File: src/rtl/dars_defines.vh
`ifndef DARS_DEFINES_VH
`define DARS_DEFINES_VH
// sequencer states
`define DARS_ST_IDLE    3'h0
`define DARS_ST_RDSTART 3'h1
`define DARS_ST_WRSTART 3'h2
`define DARS_ST_ACCESS  3'h3
`define DARS_ST_WAIT    3'h4
`define DARS_ST_FORCED  3'h5
`define DARS_ST_PRECHG  3'h6
`define DARS_ST_HIDDEN  3'h7
// cycles the row strobe stays active in an access
`define DARS_ACCESS_CYCLES 2'h2
// cycles of forced refresh in mode 1
`define DARS_FORCED_CYCLES 2'h3
// precharge cycles between consecutive strobes
`define DARS_PRECHG_CYCLES 2'h2
// controller mode bit values
`define DARS_MODE_ACCESS 1'b0
`define DARS_MODE_FORCED 1'b1
`endif

File: src/rtl/dars_sequencer.v
`timescale 1ns/1ns
`include "dars_defines.vh"

// What this block does
// - chip select plus address strobe starts access
// - direction or status bit picks read/write
// - hidden refresh when timebase high, unselected
// - flag with no access forces mode 1
// - access during forced refresh waits, then runs
// - forced refresh allowed during foreign accesses
// - one extra cycle, separately for read/write
// - no extra wait in hidden refresh
// - read strobe starts earlier than write only with delay select low
// - read strobe in T1 or T2 by select
// - mode output drives mode 1 only forced
// - active-low ready inserts wait states
// - read wait input adds one read wait
module dars_sequencer #(
	// counter width and phase lengths in clock cycles
	parameter                    CNT_W         = 2,
	parameter [CNT_W-1:0]        ACCESS_CYCLES = `DARS_ACCESS_CYCLES,
	parameter [CNT_W-1:0]        FORCED_CYCLES = `DARS_FORCED_CYCLES,
	parameter [CNT_W-1:0]        PRECHG_CYCLES = `DARS_PRECHG_CYCLES
) (
	// clock and reset
	input  wire sys_clk_i,
	input  wire rst_i,
	// processor bus
	input  wire chip_select_n_i,
	input  wire addr_latch_strobe_i,
	input  wire transfer_direction_i,
	input  wire use_status_bit_i,
	input  wire cycle_status_bit_n_i,
	// configuration
	input  wire read_strobe_delay_select_i,
	input  wire read_wait_insert_n_i,
	input  wire write_wait_insert_n_i,
	// refresh
	input  wire refresh_timebase_i,
	input  wire refresh_request_input_n_i,
	// outputs
	output reg  row_strobe_request_n_o,
	output reg  controller_mode_bit_o,
	output reg  cpu_ready_out_n_o,
	output reg  access_busy_o
);

	// sequencer states
	localparam [2:0] ST_IDLE    = `DARS_ST_IDLE;
	localparam [2:0] ST_RDSTART = `DARS_ST_RDSTART;
	localparam [2:0] ST_WRSTART = `DARS_ST_WRSTART;
	localparam [2:0] ST_ACCESS  = `DARS_ST_ACCESS;
	localparam [2:0] ST_WAIT    = `DARS_ST_WAIT;
	localparam [2:0] ST_FORCED  = `DARS_ST_FORCED;
	localparam [2:0] ST_PRECHG  = `DARS_ST_PRECHG;
	localparam [2:0] ST_HIDDEN  = `DARS_ST_HIDDEN;
	localparam [CNT_W-1:0] CNT_ONE = {{(CNT_W-1){1'b0}}, 1'b1};

	reg  [2:0]       state_q;
	reg  [2:0]       state_d;
	reg  [CNT_W-1:0] cnt_q;
	reg  [CNT_W-1:0] cnt_d;
	reg              is_read_q;
	reg              is_read_d;
	reg              extra_q;
	reg              extra_d;
	reg              pend_q;
	reg              pend_d;
	reg              strobe_d;
	reg              mode_d;
	reg              ready_n_d;
	reg              busy_d;

	wire selected = ~chip_select_n_i;
	wire start    = selected & addr_latch_strobe_i;
	// status bit low means read in max mode
	wire is_read  = use_status_bit_i ? ~cycle_status_bit_n_i : ~transfer_direction_i;
	wire rf_req   = ~refresh_request_input_n_i;
	wire want_ext = is_read ? ~read_wait_insert_n_i : ~write_wait_insert_n_i;

	// last cycle of any counted phase
	function cnt_last;
		input [CNT_W-1:0] cnt;
		begin
			cnt_last = (cnt == CNT_ONE);
		end
	endfunction

	always @* begin
		state_d   = state_q;
		cnt_d     = cnt_q;
		is_read_d = is_read_q;
		extra_d   = extra_q;
		pend_d    = pend_q;
		strobe_d  = 1'b0;
		mode_d    = `DARS_MODE_ACCESS;
		ready_n_d = 1'b0;
		case (state_q)
		ST_IDLE: begin
			if (start) begin
				is_read_d = is_read;
				extra_d   = want_ext;
				// delay select low lets a read strobe start in T1
				if (is_read && !read_strobe_delay_select_i) begin
					state_d  = ST_ACCESS;
					strobe_d = 1'b1;
					cnt_d    = ACCESS_CYCLES;
				end else if (is_read) begin
					state_d = ST_RDSTART;
				end else begin
					state_d = ST_WRSTART;
				end
			end else if (rf_req) begin
				// foreign accesses do not block this path
				state_d = ST_FORCED;
				mode_d  = `DARS_MODE_FORCED;
				cnt_d   = FORCED_CYCLES;
				pend_d  = 1'b0;
			end else if (refresh_timebase_i && addr_latch_strobe_i && !selected) begin
				state_d  = ST_HIDDEN;
				strobe_d = 1'b1;
				cnt_d    = ACCESS_CYCLES;
			end
		end
		ST_RDSTART: begin
			state_d  = ST_ACCESS;
			strobe_d = 1'b1;
			cnt_d    = ACCESS_CYCLES;
		end
		ST_WRSTART: begin
			state_d  = ST_ACCESS;
			strobe_d = 1'b1;
			cnt_d    = ACCESS_CYCLES;
		end
		ST_ACCESS: begin
			strobe_d = 1'b1;
			if (cnt_q == ACCESS_CYCLES && extra_q) begin
				ready_n_d = 1'b1;
			end
			if (cnt_last(cnt_q)) begin
				if (extra_q) begin
					state_d = ST_WAIT;
				end else begin
					state_d  = ST_PRECHG;
					strobe_d = 1'b0;
					cnt_d    = PRECHG_CYCLES;
				end
			end else begin
				cnt_d = cnt_q - CNT_ONE;
			end
		end
		ST_WAIT: begin
			state_d  = ST_PRECHG;
			cnt_d    = PRECHG_CYCLES;
			extra_d  = 1'b0;
		end
		ST_HIDDEN: begin
			strobe_d = 1'b1;
			if (cnt_last(cnt_q)) begin
				state_d  = ST_PRECHG;
				strobe_d = 1'b0;
				cnt_d    = PRECHG_CYCLES;
			end else begin
				cnt_d = cnt_q - CNT_ONE;
			end
		end
		ST_FORCED: begin
			mode_d = `DARS_MODE_FORCED;
			// a start here is parked until precharge is over
			if (start) begin
				pend_d    = 1'b1;
				is_read_d = is_read;
				extra_d   = want_ext;
			end
			if (start || pend_q) begin
				ready_n_d = 1'b1;
			end
			if (cnt_last(cnt_q)) begin
				state_d = ST_PRECHG;
				mode_d  = `DARS_MODE_ACCESS;
				cnt_d   = PRECHG_CYCLES;
			end else begin
				cnt_d = cnt_q - CNT_ONE;
			end
		end
		ST_PRECHG: begin
			ready_n_d = pend_q;
			if (cnt_last(cnt_q)) begin
				if (pend_q) begin
					pend_d   = 1'b0;
					state_d  = ST_ACCESS;
					strobe_d = 1'b1;
					cnt_d    = ACCESS_CYCLES;
					ready_n_d = 1'b1;
				end else begin
					state_d = ST_IDLE;
				end
			end else begin
				cnt_d = cnt_q - CNT_ONE;
			end
		end
		default: begin
			state_d = ST_IDLE;
		end
		endcase
		busy_d = (state_d != ST_IDLE);
	end

	// sequencer state
	always @(posedge sys_clk_i or posedge rst_i) begin
		if (rst_i) begin
			state_q <= ST_IDLE;
		end else begin
			state_q <= state_d;
		end
	end

	// phase counter
	always @(posedge sys_clk_i or posedge rst_i) begin
		if (rst_i) begin
			cnt_q <= {CNT_W{1'b0}};
		end else begin
			cnt_q <= cnt_d;
		end
	end

	// direction of the access in flight
	always @(posedge sys_clk_i or posedge rst_i) begin
		if (rst_i) begin
			is_read_q <= 1'b0;
		end else begin
			is_read_q <= is_read_d;
		end
	end

	// extra wait wanted for the access in flight
	always @(posedge sys_clk_i or posedge rst_i) begin
		if (rst_i) begin
			extra_q <= 1'b0;
		end else begin
			extra_q <= extra_d;
		end
	end

	// access parked behind a forced refresh
	always @(posedge sys_clk_i or posedge rst_i) begin
		if (rst_i) begin
			pend_q <= 1'b0;
		end else begin
			pend_q <= pend_d;
		end
	end

	// registered strobe keeps the controller input glitch free
	always @(posedge sys_clk_i or posedge rst_i) begin
		if (rst_i) begin
			row_strobe_request_n_o <= 1'b1;
		end else begin
			row_strobe_request_n_o <= ~strobe_d;
		end
	end

	// controller mode bit
	always @(posedge sys_clk_i or posedge rst_i) begin
		if (rst_i) begin
			controller_mode_bit_o <= `DARS_MODE_ACCESS;
		end else begin
			controller_mode_bit_o <= mode_d;
		end
	end

	// ready to the processor, low while no wait is wanted
	always @(posedge sys_clk_i or posedge rst_i) begin
		if (rst_i) begin
			cpu_ready_out_n_o <= 1'b0;
		end else begin
			cpu_ready_out_n_o <= ready_n_d;
		end
	end

	// busy flag
	always @(posedge sys_clk_i or posedge rst_i) begin
		if (rst_i) begin
			access_busy_o <= 1'b0;
		end else begin
			access_busy_o <= busy_d;
		end
	end

endmodule

File: config.mk
export PLATFORM = sky130hd
export DESIGN_NAME = dars_sequencer
export DESIGN_NICKNAME = d
export VERILOG_FILES = /design/src/rtl/dars_sequencer.v
export VERILOG_INCLUDE_DIRS = /design/src /design/src/rtl
export SDC_FILE = /design/constraint.sdc
export NUM_CORES = 1
export LEC_CHECK = 0
export BUFFER_PORTS_ARGS = -buffer_cell sky130_fd_sc_hd__buf_2
export CELL_PAD_IN_SITES_DETAIL_PLACEMENT = 0
export CELL_PAD_IN_SITES_GLOBAL_PLACEMENT = 1
export CORE_AREA = 2 2 48 50
export CTS_CLUSTER_DIAMETER = 100
export DETAILED_ROUTE_END_ITERATION = 8
export DIE_AREA = 0 0 50 52
export PLACE_DENSITY_LB_ADDON = 0.15
export SLEW_MARGIN = 15
export SYNTH_ARGS = -nofsm -noshare
export SYNTH_HDL_FRONTEND = slang
export SYNTH_SLANG_ARGS = --single-unit
export TNS_END_PERCENT = 1
File: constraint.sdc
create_clock -name sys_clk_i -period 2 [get_ports sys_clk_i]
set_clock_uncertainty 0.15 [all_clocks]
set_input_delay 0.4 -clock sys_clk_i [delete_from_list [all_inputs] [get_ports sys_clk_i]]
set_output_delay 0.4 -clock sys_clk_i [all_outputs]
set_load 0.01 [all_outputs]
# Word-level counts from Yosys, hierarchy flattened
# Cells that the tools add are included.
[totals]
output_inout_bits = 4
reg_bits = 11
word_cells = 98
inputBits = 12
[op_classes]
bitwise = 7
add_sub_neg = 1
mux = 47
reduce_logical = 17
eq_ne = 18
[op_table]
columns = ["cell", "n"]
rows = [
  ["$mux W2", 13],
  ["$mux W1", 21],
  ["$mux W3", 6],
  ["$pmux W3 S6", 1],
  ["$eq A3 B3 Y1 const B", 4],
  ["$pmux W2 S5", 1],
  ["$ne A3 B3 Y1 const B", 3],
  ["$ne A2 B2 Y1 const B", 4],
  ["$eq A3 B2 Y1 const B", 2],
  ["$not A1 Y1", 6],
  ["$pmux W1 S3", 2],
  ["$reduce_bool A3 Y1", 2],
  ["$reduce_or A2 Y1", 3],
  ["$pmux W1 S5", 1],
  ["$reduce_and A5 Y1", 1],
  ["$logic_and A1 B1 Y1", 4],
  ["$ne A4 B4 Y1 const B", 1],
  ["$pmux W1 S2", 2],
  ["$reduce_and A4 Y1", 1],
  ["$eq A3 B1 Y1 const B", 1],
  ["$logic_not A3 Y1", 1],
  ["$reduce_or A3 Y1", 1],
  ["$eq A2 B1 Y1 const B", 1],
  ["$eq A2 B2 Y1 const B", 1],
  ["7 further kinds", 7],
]

# Depth between registers and ports, before layout
# Gate-level depths: netlist of run 1.
[logic_depth]
word_depth = 7
ltp_mapped = 6
depth_no_buf = 4

# Worst setup path before layout of run 1
# No wires, ideal clock.
[synth_timing]
kind = "input-to-reg"
startpoint = "input port use_status_bit_i"
endpoint = "register cnt_q[0]"
path_slack_ps = 448
arrival_time_ps = 1276
cell_stages = 4
required_ps = 1724
path_buffers = 0
setup_time_ps = 126
path_cell_list = "mux2_4 -> o211ai_2 -> nand3_1 -> a311o_1"
[synth_via]
elab_chain_len = 4
[synth_rtl]
columns = ["element", "line", "rtl"]
rows = [
  ["from (decl)", "dars_sequencer.v:32", "input wire use_status_bit_i,"],
  ["$mux W1", "dars_sequencer.v:77", "wire is_read = use_status_bit_i ? ~cycle_status_bit_n_i : ~transfer_direction_i;"],
  ["$logic_and A1 B1 Y1", "dars_sequencer.v:104", "if (is_read && !read_strobe_delay_select_i) begin"],
  ["$ne A3 B3 Y1 (no source line)", "n/a", ""],
  ["$reduce_and A4 Y1 (no source line)", "n/a", ""],
  ["to (signal assigned)", "dars_sequencer.v:221", "cnt_q <= {CNT_W{1'b0}};"],
  ["to (signal assigned)", "dars_sequencer.v:223", "cnt_q <= cnt_d;"],
  ["to (decl)", "dars_sequencer.v:61", "reg [CNT_W-1:0] cnt_q;"],
]
# Every way passes these cells.
# A chain may end at the register's enable or synchronous reset.

# Final worst setup path of run 1
[layout_timing]
startpoint = "register cnt_q[0]"
endpoint = "register cnt_q[0]"
[layout_via]
elab_chain_len = 3
elab_cells_between_ends = 9
cone_classes = "1 x add/sub; 3 x eq/ne; 4 x mux; 1 x reduce/logical"
[layout_rtl]
columns = ["element", "line", "rtl"]
rows = [
  ["$sub A2 B1 Y2 or $eq A2 B1 Y1 (tied branches)", "n/a", ""],
  ["$mux W2 (tied with other cells)", "dars_sequencer.v:188", "if (cnt_last(cnt_q)) begin"],
  ["$pmux W2 S5 or $reduce_and A4 Y1 (tied branches)", "n/a", ""],
]
# Parallel ways exist; a longest one is shown, timed or not.

==> results of run 1 <==
==> cell type report <==
cell class	count	area, um^2	share of cell area
multi-input cells	67	434	0.466
flip-flops and latches	11	277	0.297
inverters	8	30.0	0.0322
well taps	28	35.0	0.0376
clock buffers	4	26.3	0.0282
repair buffers	22	130	0.140
==> layer usage <==
| layer | global-route usage | up-vias | wire [um] |
|---|---|---|---|
| met5 | 0 | - | 0 |
| met4 | 0.134 | 0 | 27 |
| met3 | 0.0172 | 2 | 83 |
| met2 | 0.294 | 23 | 960 |
| met1 | 0.218 | 351 | 911 |
| li1 | - | 381 | - |
==> metrics by stage <==
step / hold WS, ns / utilization / cells
2_1_floorplan: 0.102 / - / 93
3_3_place_gp: 0.272 / 0.425 / 135
3_5_place_dp: 0.275 / 0.425 / 135
4_1_cts: 0.352 / 0.443 / 140
5_1_grt: 0.379 / 0.443 / 140
6_report: 0.370 / 0.443 / 140
==> worst reg2reg max path: cells and delay by family, from the launching register on <==
family	cells	cell delay, ns
and+or+nand+nor	3	0.63
DFF	1	0.43
AOI/OAI and AO/OA	1	0.35
==> power breakdown <==
group          total, mW  internal, mW  leakage [nW]  switching [mW]
logic              0.586         0.250         0.247           0.337
registers          0.417         0.317         0.129           0.100
clock network      0.156        0.0771        0.0150          0.0792
==> kinds of logic (layout without fill, tap and decap cells) <==
kind of cell,after synthesis,in the layout
flops,11,11
compound gates,37,37
simple gates,28,28
buf+inv,15,34
mux,2,2
==> cell usage after synthesis (2+ instances only) <==
| library cell | number | share of area |
|---|---|---|
| nor3_1 | 2 | 0.013 |
| inv_1 | 8 | 0.038 |
| nand3_1 | 4 | 0.026 |
| a21oi_1 | 8 | 0.051 |
| nor4_1 | 2 | 0.016 |
| nand2b_1 | 2 | 0.016 |
| o311ai_0 | 2 | 0.022 |
| nor2b_1 | 4 | 0.032 |
| a211oi_1 | 2 | 0.019 |
| o21ai_0 | 9 | 0.058 |
| a21boi_0 | 2 | 0.019 |
| dfrtp_1 | 10 | 0.32 |
| o31ai_1 | 2 | 0.019 |
| nand2_1 | 8 | 0.038 |
| nor2_1 | 3 | 0.014 |
| clkbuf_1 | 2 | 0.0096 |
| buf_2 | 3 | 0.019 |
==> worst max-delay path by stage <==
stage / slack [ns] / depth (start not counted) / end
6_report: 0.34 / 4 / cnt_q[0]
3_3_place_gp: 0.31 / 5 / cnt_q[0]
5_1_grt: 0.23 / 3 / extra_q
3_5_place_dp: 0.28 / 5 / extra_q
4_1_cts: 0.35 / 4 / cnt_q[0]
2_1_floorplan: 0.45 / 4 / cnt_q[0]
==> repair_timing <==
action / 4_1_cts / 5_1_grt
hold buffers: 1 / 0
endpoints found under the setup margin: 0 / 0
hold endpoints to repair: 10 / 0
==> sequential cells by signal (all words and copies together) (netlist names) <==
register,flops
state_q,3
cnt_q,2
access_busy_o,1
controller_mode_bit_o,1
cpu_ready_out_n_o,1
extra_q,1
pend_q,1
row_strobe_request_n_o,1
==> out/metrics.csv, run 1 <==
stage;metric;value;unit
cts;CTS Buf Count;3;
grt;first-pass GRT wire length;3370;um
min_path;end of the worst hold path;state_q[1];
cts;H-tree Lvls;1;
yosys;Synth Area in Compound Gates;0.338;
floorplan;die area;2600;um^2
yosys;mux contribution to synthesized area;0.0320;
placement;gpl congestion;0.824;
yosys;Yosys reg bits;11;
pwr;Tot Pwr;1.16;mW
route;wire per inst;14.2;um
placement;I/O Buffers;15;
finish;fillers;211;
grt;vias in the first global route;739;
setup_path;Worst Setup SP;cnt_q[0];
sta;Setup-failing EPs final;0;
yosys;adder-cell share of the synthesized area;0;
cts;post-CTS sizing;0;
route;via count;757;
setup_path;Critical Path, Cell by Cell;nand2b_1 > or3_1 > nand3_1 > a311o_1;
route;final wirelength;1980;um
yosys;Synth Instances;93;
pwr;leak pwr;0.391;nW
setup_path;CP max-delay cell;dfrtp_1;
floorplan;Die Wd;50;um
yosys;Post-Syn Area;782;um^2
setup_path;WP data arrival;1.67;ns
setup_path;Crit Path Max Fanout;12;
pwr;Power Dens Cells;1240;nW/um^2
route;Final ANT Viol Nets;0;
cts;Clock Pin Slew Worst Setup and Hold Paths;0.08;ns
sta;Slew @ Worst Pin;0.457;ns
setup_path;Worst path top cell family by delay;simple AND/OR/NAND/NOR gates;
yosys;Synth Area in XOR/XNOR;0;
route;# DRC;0;
setup_path;Crit path buffers/inverters;0;
yosys;main flop type after synthesis;dfrtp_1;
floorplan;die height;52;um
route;vias per inst;5.41;
floorplan;I/O pins;16;
setup_path;FF-to-FF Start;cnt_q[0];
yosys;Post-synth EDFFs;0;
sta;slack of the critical path;0.340;ns
yosys;Avg Cell Area, Syn;8.41;um^2
yosys;Post-Synth Simple-Gate Area;0.186;
yosys;post-synth cell types;37;
floorplan;row count;17;
sta;unrepaired setup endpoints after global routing;no;
setup_path;worst reg2reg path depth;4;
cts;clk_lat worst skew;0.27;ns
sta;Period Utilization, post-route;0.830;
placement;Placed Area;896;um^2
sta;Max Transition Viols Final;0;
setup_path;Worst Setup End Kind;flop;
yosys;post-synthesis sequential area ratio;0.354;
placement;post-DP HPWL;1500;um
grt;grt total ovfl;0;
grt;largest net degree at the start of global routing;13;
finish;Final Cell Area;932;um^2
finish;commonest non-fill, non-tap cell in the layout;buf_2;
cts;clock sink count;11;
min_path;Hold Path Depth;4;
sta;TNS Setup;0;ns
finish;synthesis-to-finish area growth;19.2;%
sta;Slew Limit Headroom;0.695;
placement;pre-CTS setup slack;0.280;ns
grt;initial antenna violation count;0;
min_path;HP Start;read_strobe_delay_select_i;
grt;Tot GR Track Use;0.179;
setup_path;R2R Path End;cnt_q[0];
yosys;YS warnings;0;
yosys;ys async rst share;1.00;
finish;layout cell share with drive strength beyond 1;0.277;
setup_path;worst endpoint required time;2.01;ns
sta;min cycle time layout;1.66;ns
route;initial DRC count;32;
finish;antenna cells;0;
route;drt first pass iters;4;
setup_path;CP peak stage delay;0.43;ns
outcome;status;finished clean;
finish;NumNets Final;125;
min_path;worst hold path type;input pin to flop;
setup_path;Reg2Reg Setup Slack;0.34;ns
setup_path;startpoint types;flop;
yosys;main combinational cell family by area after synthesis;compound AO/OA/AOI/OAI gates;
cts;clk root buf;clkbuf_4;
sta;fmax;602;MHz
cts;post-CTS setup buffers;0;
pwr;VDD IR-drop max;590;uV
floorplan;initial core utilization;0.371;
yosys;Mapped Nets;105;
floorplan;core area;2110;um^2
setup_path;crit path kind;flop to flop;
flow_run;maxcap violations;0;
finish;most frequent cells in the layout;buf_2, dfrtp_1, o21ai_0;
cts;Max Buffers Root-to-Sink;2;
cts;CTS tree;done;
sta;final hold vios;0;
(Power assumes the default switching activity.)
==> run 2: changes to the inputs <==
- clock period: 2 -> 1.6 ns (I/O delays scaled with it)
==> run 2 against run 1 <==
  * Wire length is 7.1% higher
  * Maximum frequency is 5.2% higher
  * Highest routed layer unchanged
  * Die area stayed put
  * Critical path type unchanged
  * Largest power group unchanged
==> out/metrics.csv, run 2 (same netlist as run 1, synthesis figures left out) <==
stage;metric;value;unit;change
outcome;status;finished clean;;unchanged
sta;final hold vios;0;;unchanged
route;Final ANT Viol Nets;0;;unchanged
finish;commonest non-fill, non-tap cell in the layout;buf_2;;unchanged
finish;synthesis-to-finish area growth;26.2;%;was 19.2%
sta;Setup-failing EPs final;0;;unchanged
route;initial DRC count;20;;was 32
finish;layout cell share with drive strength beyond 1;0.356;;was 0.277
finish;Core Util, Final;0.469;;was 0.443
route;final wirelength;2120;um;was 1980 um
grt;largest net degree at the start of global routing;18;;was 13
pwr;leak pwr;0.421;nW;was 0.391 nW
sta;fmax;634;MHz;was 602 MHz
floorplan;core area;2110;um^2;unchanged
route;via count;800;;was 757
cts;Clock Pin Slew Worst Setup and Hold Paths;0.08;ns;about the same
sta;Period Utilization, post-route;0.986;;was 0.830
finish;antenna cells;0;;unchanged
sta;Slew Limit Headroom;0.695;;about the same
placement;I/O Buffers;15;;unchanged
sta;Slew @ Worst Pin;0.457;ns;about the same
floorplan;Die Wd;50;um;unchanged
pwr;Power Dens Cells;1570;nW/um^2;was 1240 nW/um^2
floorplan;die area;2600;um^2;unchanged
cts;clk root buf;clkbuf_4;;unchanged
cts;Max Buffers Root-to-Sink;2;;unchanged
grt;vias in the first global route;795;;was 739
grt;initial antenna violation count;0;;unchanged
sta;Max Transition Viols Final;0;;unchanged
setup_path;WP data arrival;1.64;ns;was 1.67 ns
floorplan;initial core utilization;0.371;;unchanged
route;vias per inst;5.48;;was 5.41
setup_path;startpoint types;flop;;unchanged
sta;unrepaired setup endpoints after global routing;no;;unchanged
floorplan;die height;52;um;unchanged
cts;post-CTS setup buffers;0;;unchanged
grt;grt total ovfl;0;;unchanged
cts;clk_lat worst skew;0.28;ns;was 0.27 ns
route;# DRC;0;;unchanged
grt;first-pass GRT wire length;3660;um;was 3370 um
setup_path;Worst Setup End Kind;flop;;unchanged
sta;min cycle time layout;1.58;ns;was 1.66 ns
setup_path;worst endpoint required time;1.66;ns;was 2.01 ns
setup_path;Crit Path Max Fanout;10;;was 12
cts;CTS Buf Count;3;;unchanged
cts;clock sink count;11;;unchanged
flow_run;maxcap violations;0;;unchanged
placement;gpl congestion;0.857;;was 0.824
setup_path;crit path kind;flop to flop;;unchanged
pwr;Tot Pwr;1.55;mW;was 1.16 mW
finish;Reg with most FFs;state_q;;unchanged
floorplan;I/O pins;16;;unchanged
route;drt first pass iters;4;;unchanged
pwr;VDD IR-drop max;631;uV;was 590 uV
finish;Largest register FFs;3;;unchanged
cts;H-tree Lvls;1;;unchanged
sta;hold_ws;0.289;ns;was 0.370 ns
cts;CTS tree;done;;unchanged
route;wire per inst;14.5;um;was 14.2 um
finish;most frequent cells in the layout;buf_2, buf_4, o21ai_0;;was buf_2, dfrtp_1, o21ai_0
min_path;worst hold path type;input pin to flop;;unchanged
placement;post-DP HPWL;1620;um;was 1500 um
grt;Tot GR Track Use;0.195;;was 0.179
sta;TNS Setup;0;ns;unchanged
floorplan;row count;17;;unchanged
finish;NumNets Final;131;;was 125
finish;Regs by FF count;state_q (3), cnt_q (2);;unchanged
[run 2: final timing paths]
kind,start,to,slack (ns),cells past startpoint
worst max-delay path,state_q[1],row_strobe_request_n_o,0.02,4
worst min-delay path,read_strobe_delay_select_i,state_q[1],0.29,4
worst max register to register,state_q[1],row_strobe_request_n_o,0.02,4
worst min register to register,state_q[2],extra_q,0.43,1
max in group asynchronous,rst_i,row_strobe_request_n_o,0.52,3
min in group asynchronous,rst_i,cpu_ready_out_n_o,0.42,3
[run 2: power breakdown]
part	total (mW)	switching, mW	internal, mW
Combinational	0.826	0.457	0.369
Sequential	0.517	0.116	0.402
Clock	0.205	0.108	0.0969
Total	1.55	0.680	0.868
[run 2: critical path: stages, from the launching register on]
cell	delay, ns
dfrtp_2	0.49
or3_4	0.41
a21oi_2	0.14
nand2_1	0.07
a31o_2	0.24
[run 2: per-layer routing]
| layer | GRT usage | up-vias | routed length, um |
|---|---|---|---|
| met3 | 0.0345 | 5 | 71 |
| met1 | 0.233 | 377 | 936 |
| met5 | 0 | - | 0 |
| li1 | - | 393 | - |
| met4 | 0.116 | 0 | 52 |
| met2 | 0.325 | 25 | 1060 |
[run 2: layout make-up]
cell class / instances / area [um^2]
clock buffers: 4 / 26.3
fillers: 213 / 1120
inverters: 8 / 30.0
multi-input cells: 67 / 442
flip-flops and latches: 11 / 279
well taps: 28 / 35.0
repair buffers: 28 / 175
[run 2: timing repair]
item	in CTS	in global routing
gates resized for setup	1	5
hold endpoints to repair	10	0
hold buffers	1	0
endpoints found under the setup margin	4	4
[run 2: metrics by stage]
stage / cells / setup WS, ns / instance area (um^2)
4_1_cts: 146 / 0.0205 / 978
2_1_floorplan: 93 / 0.128 / 782
6_report: 146 / 0.0227 / 987
5_1_grt: 146 / 0.00384 / 987
3_5_place_dp: 141 / -0.0221 / 941
3_3_place_gp: 141 / -0.0120 / 941
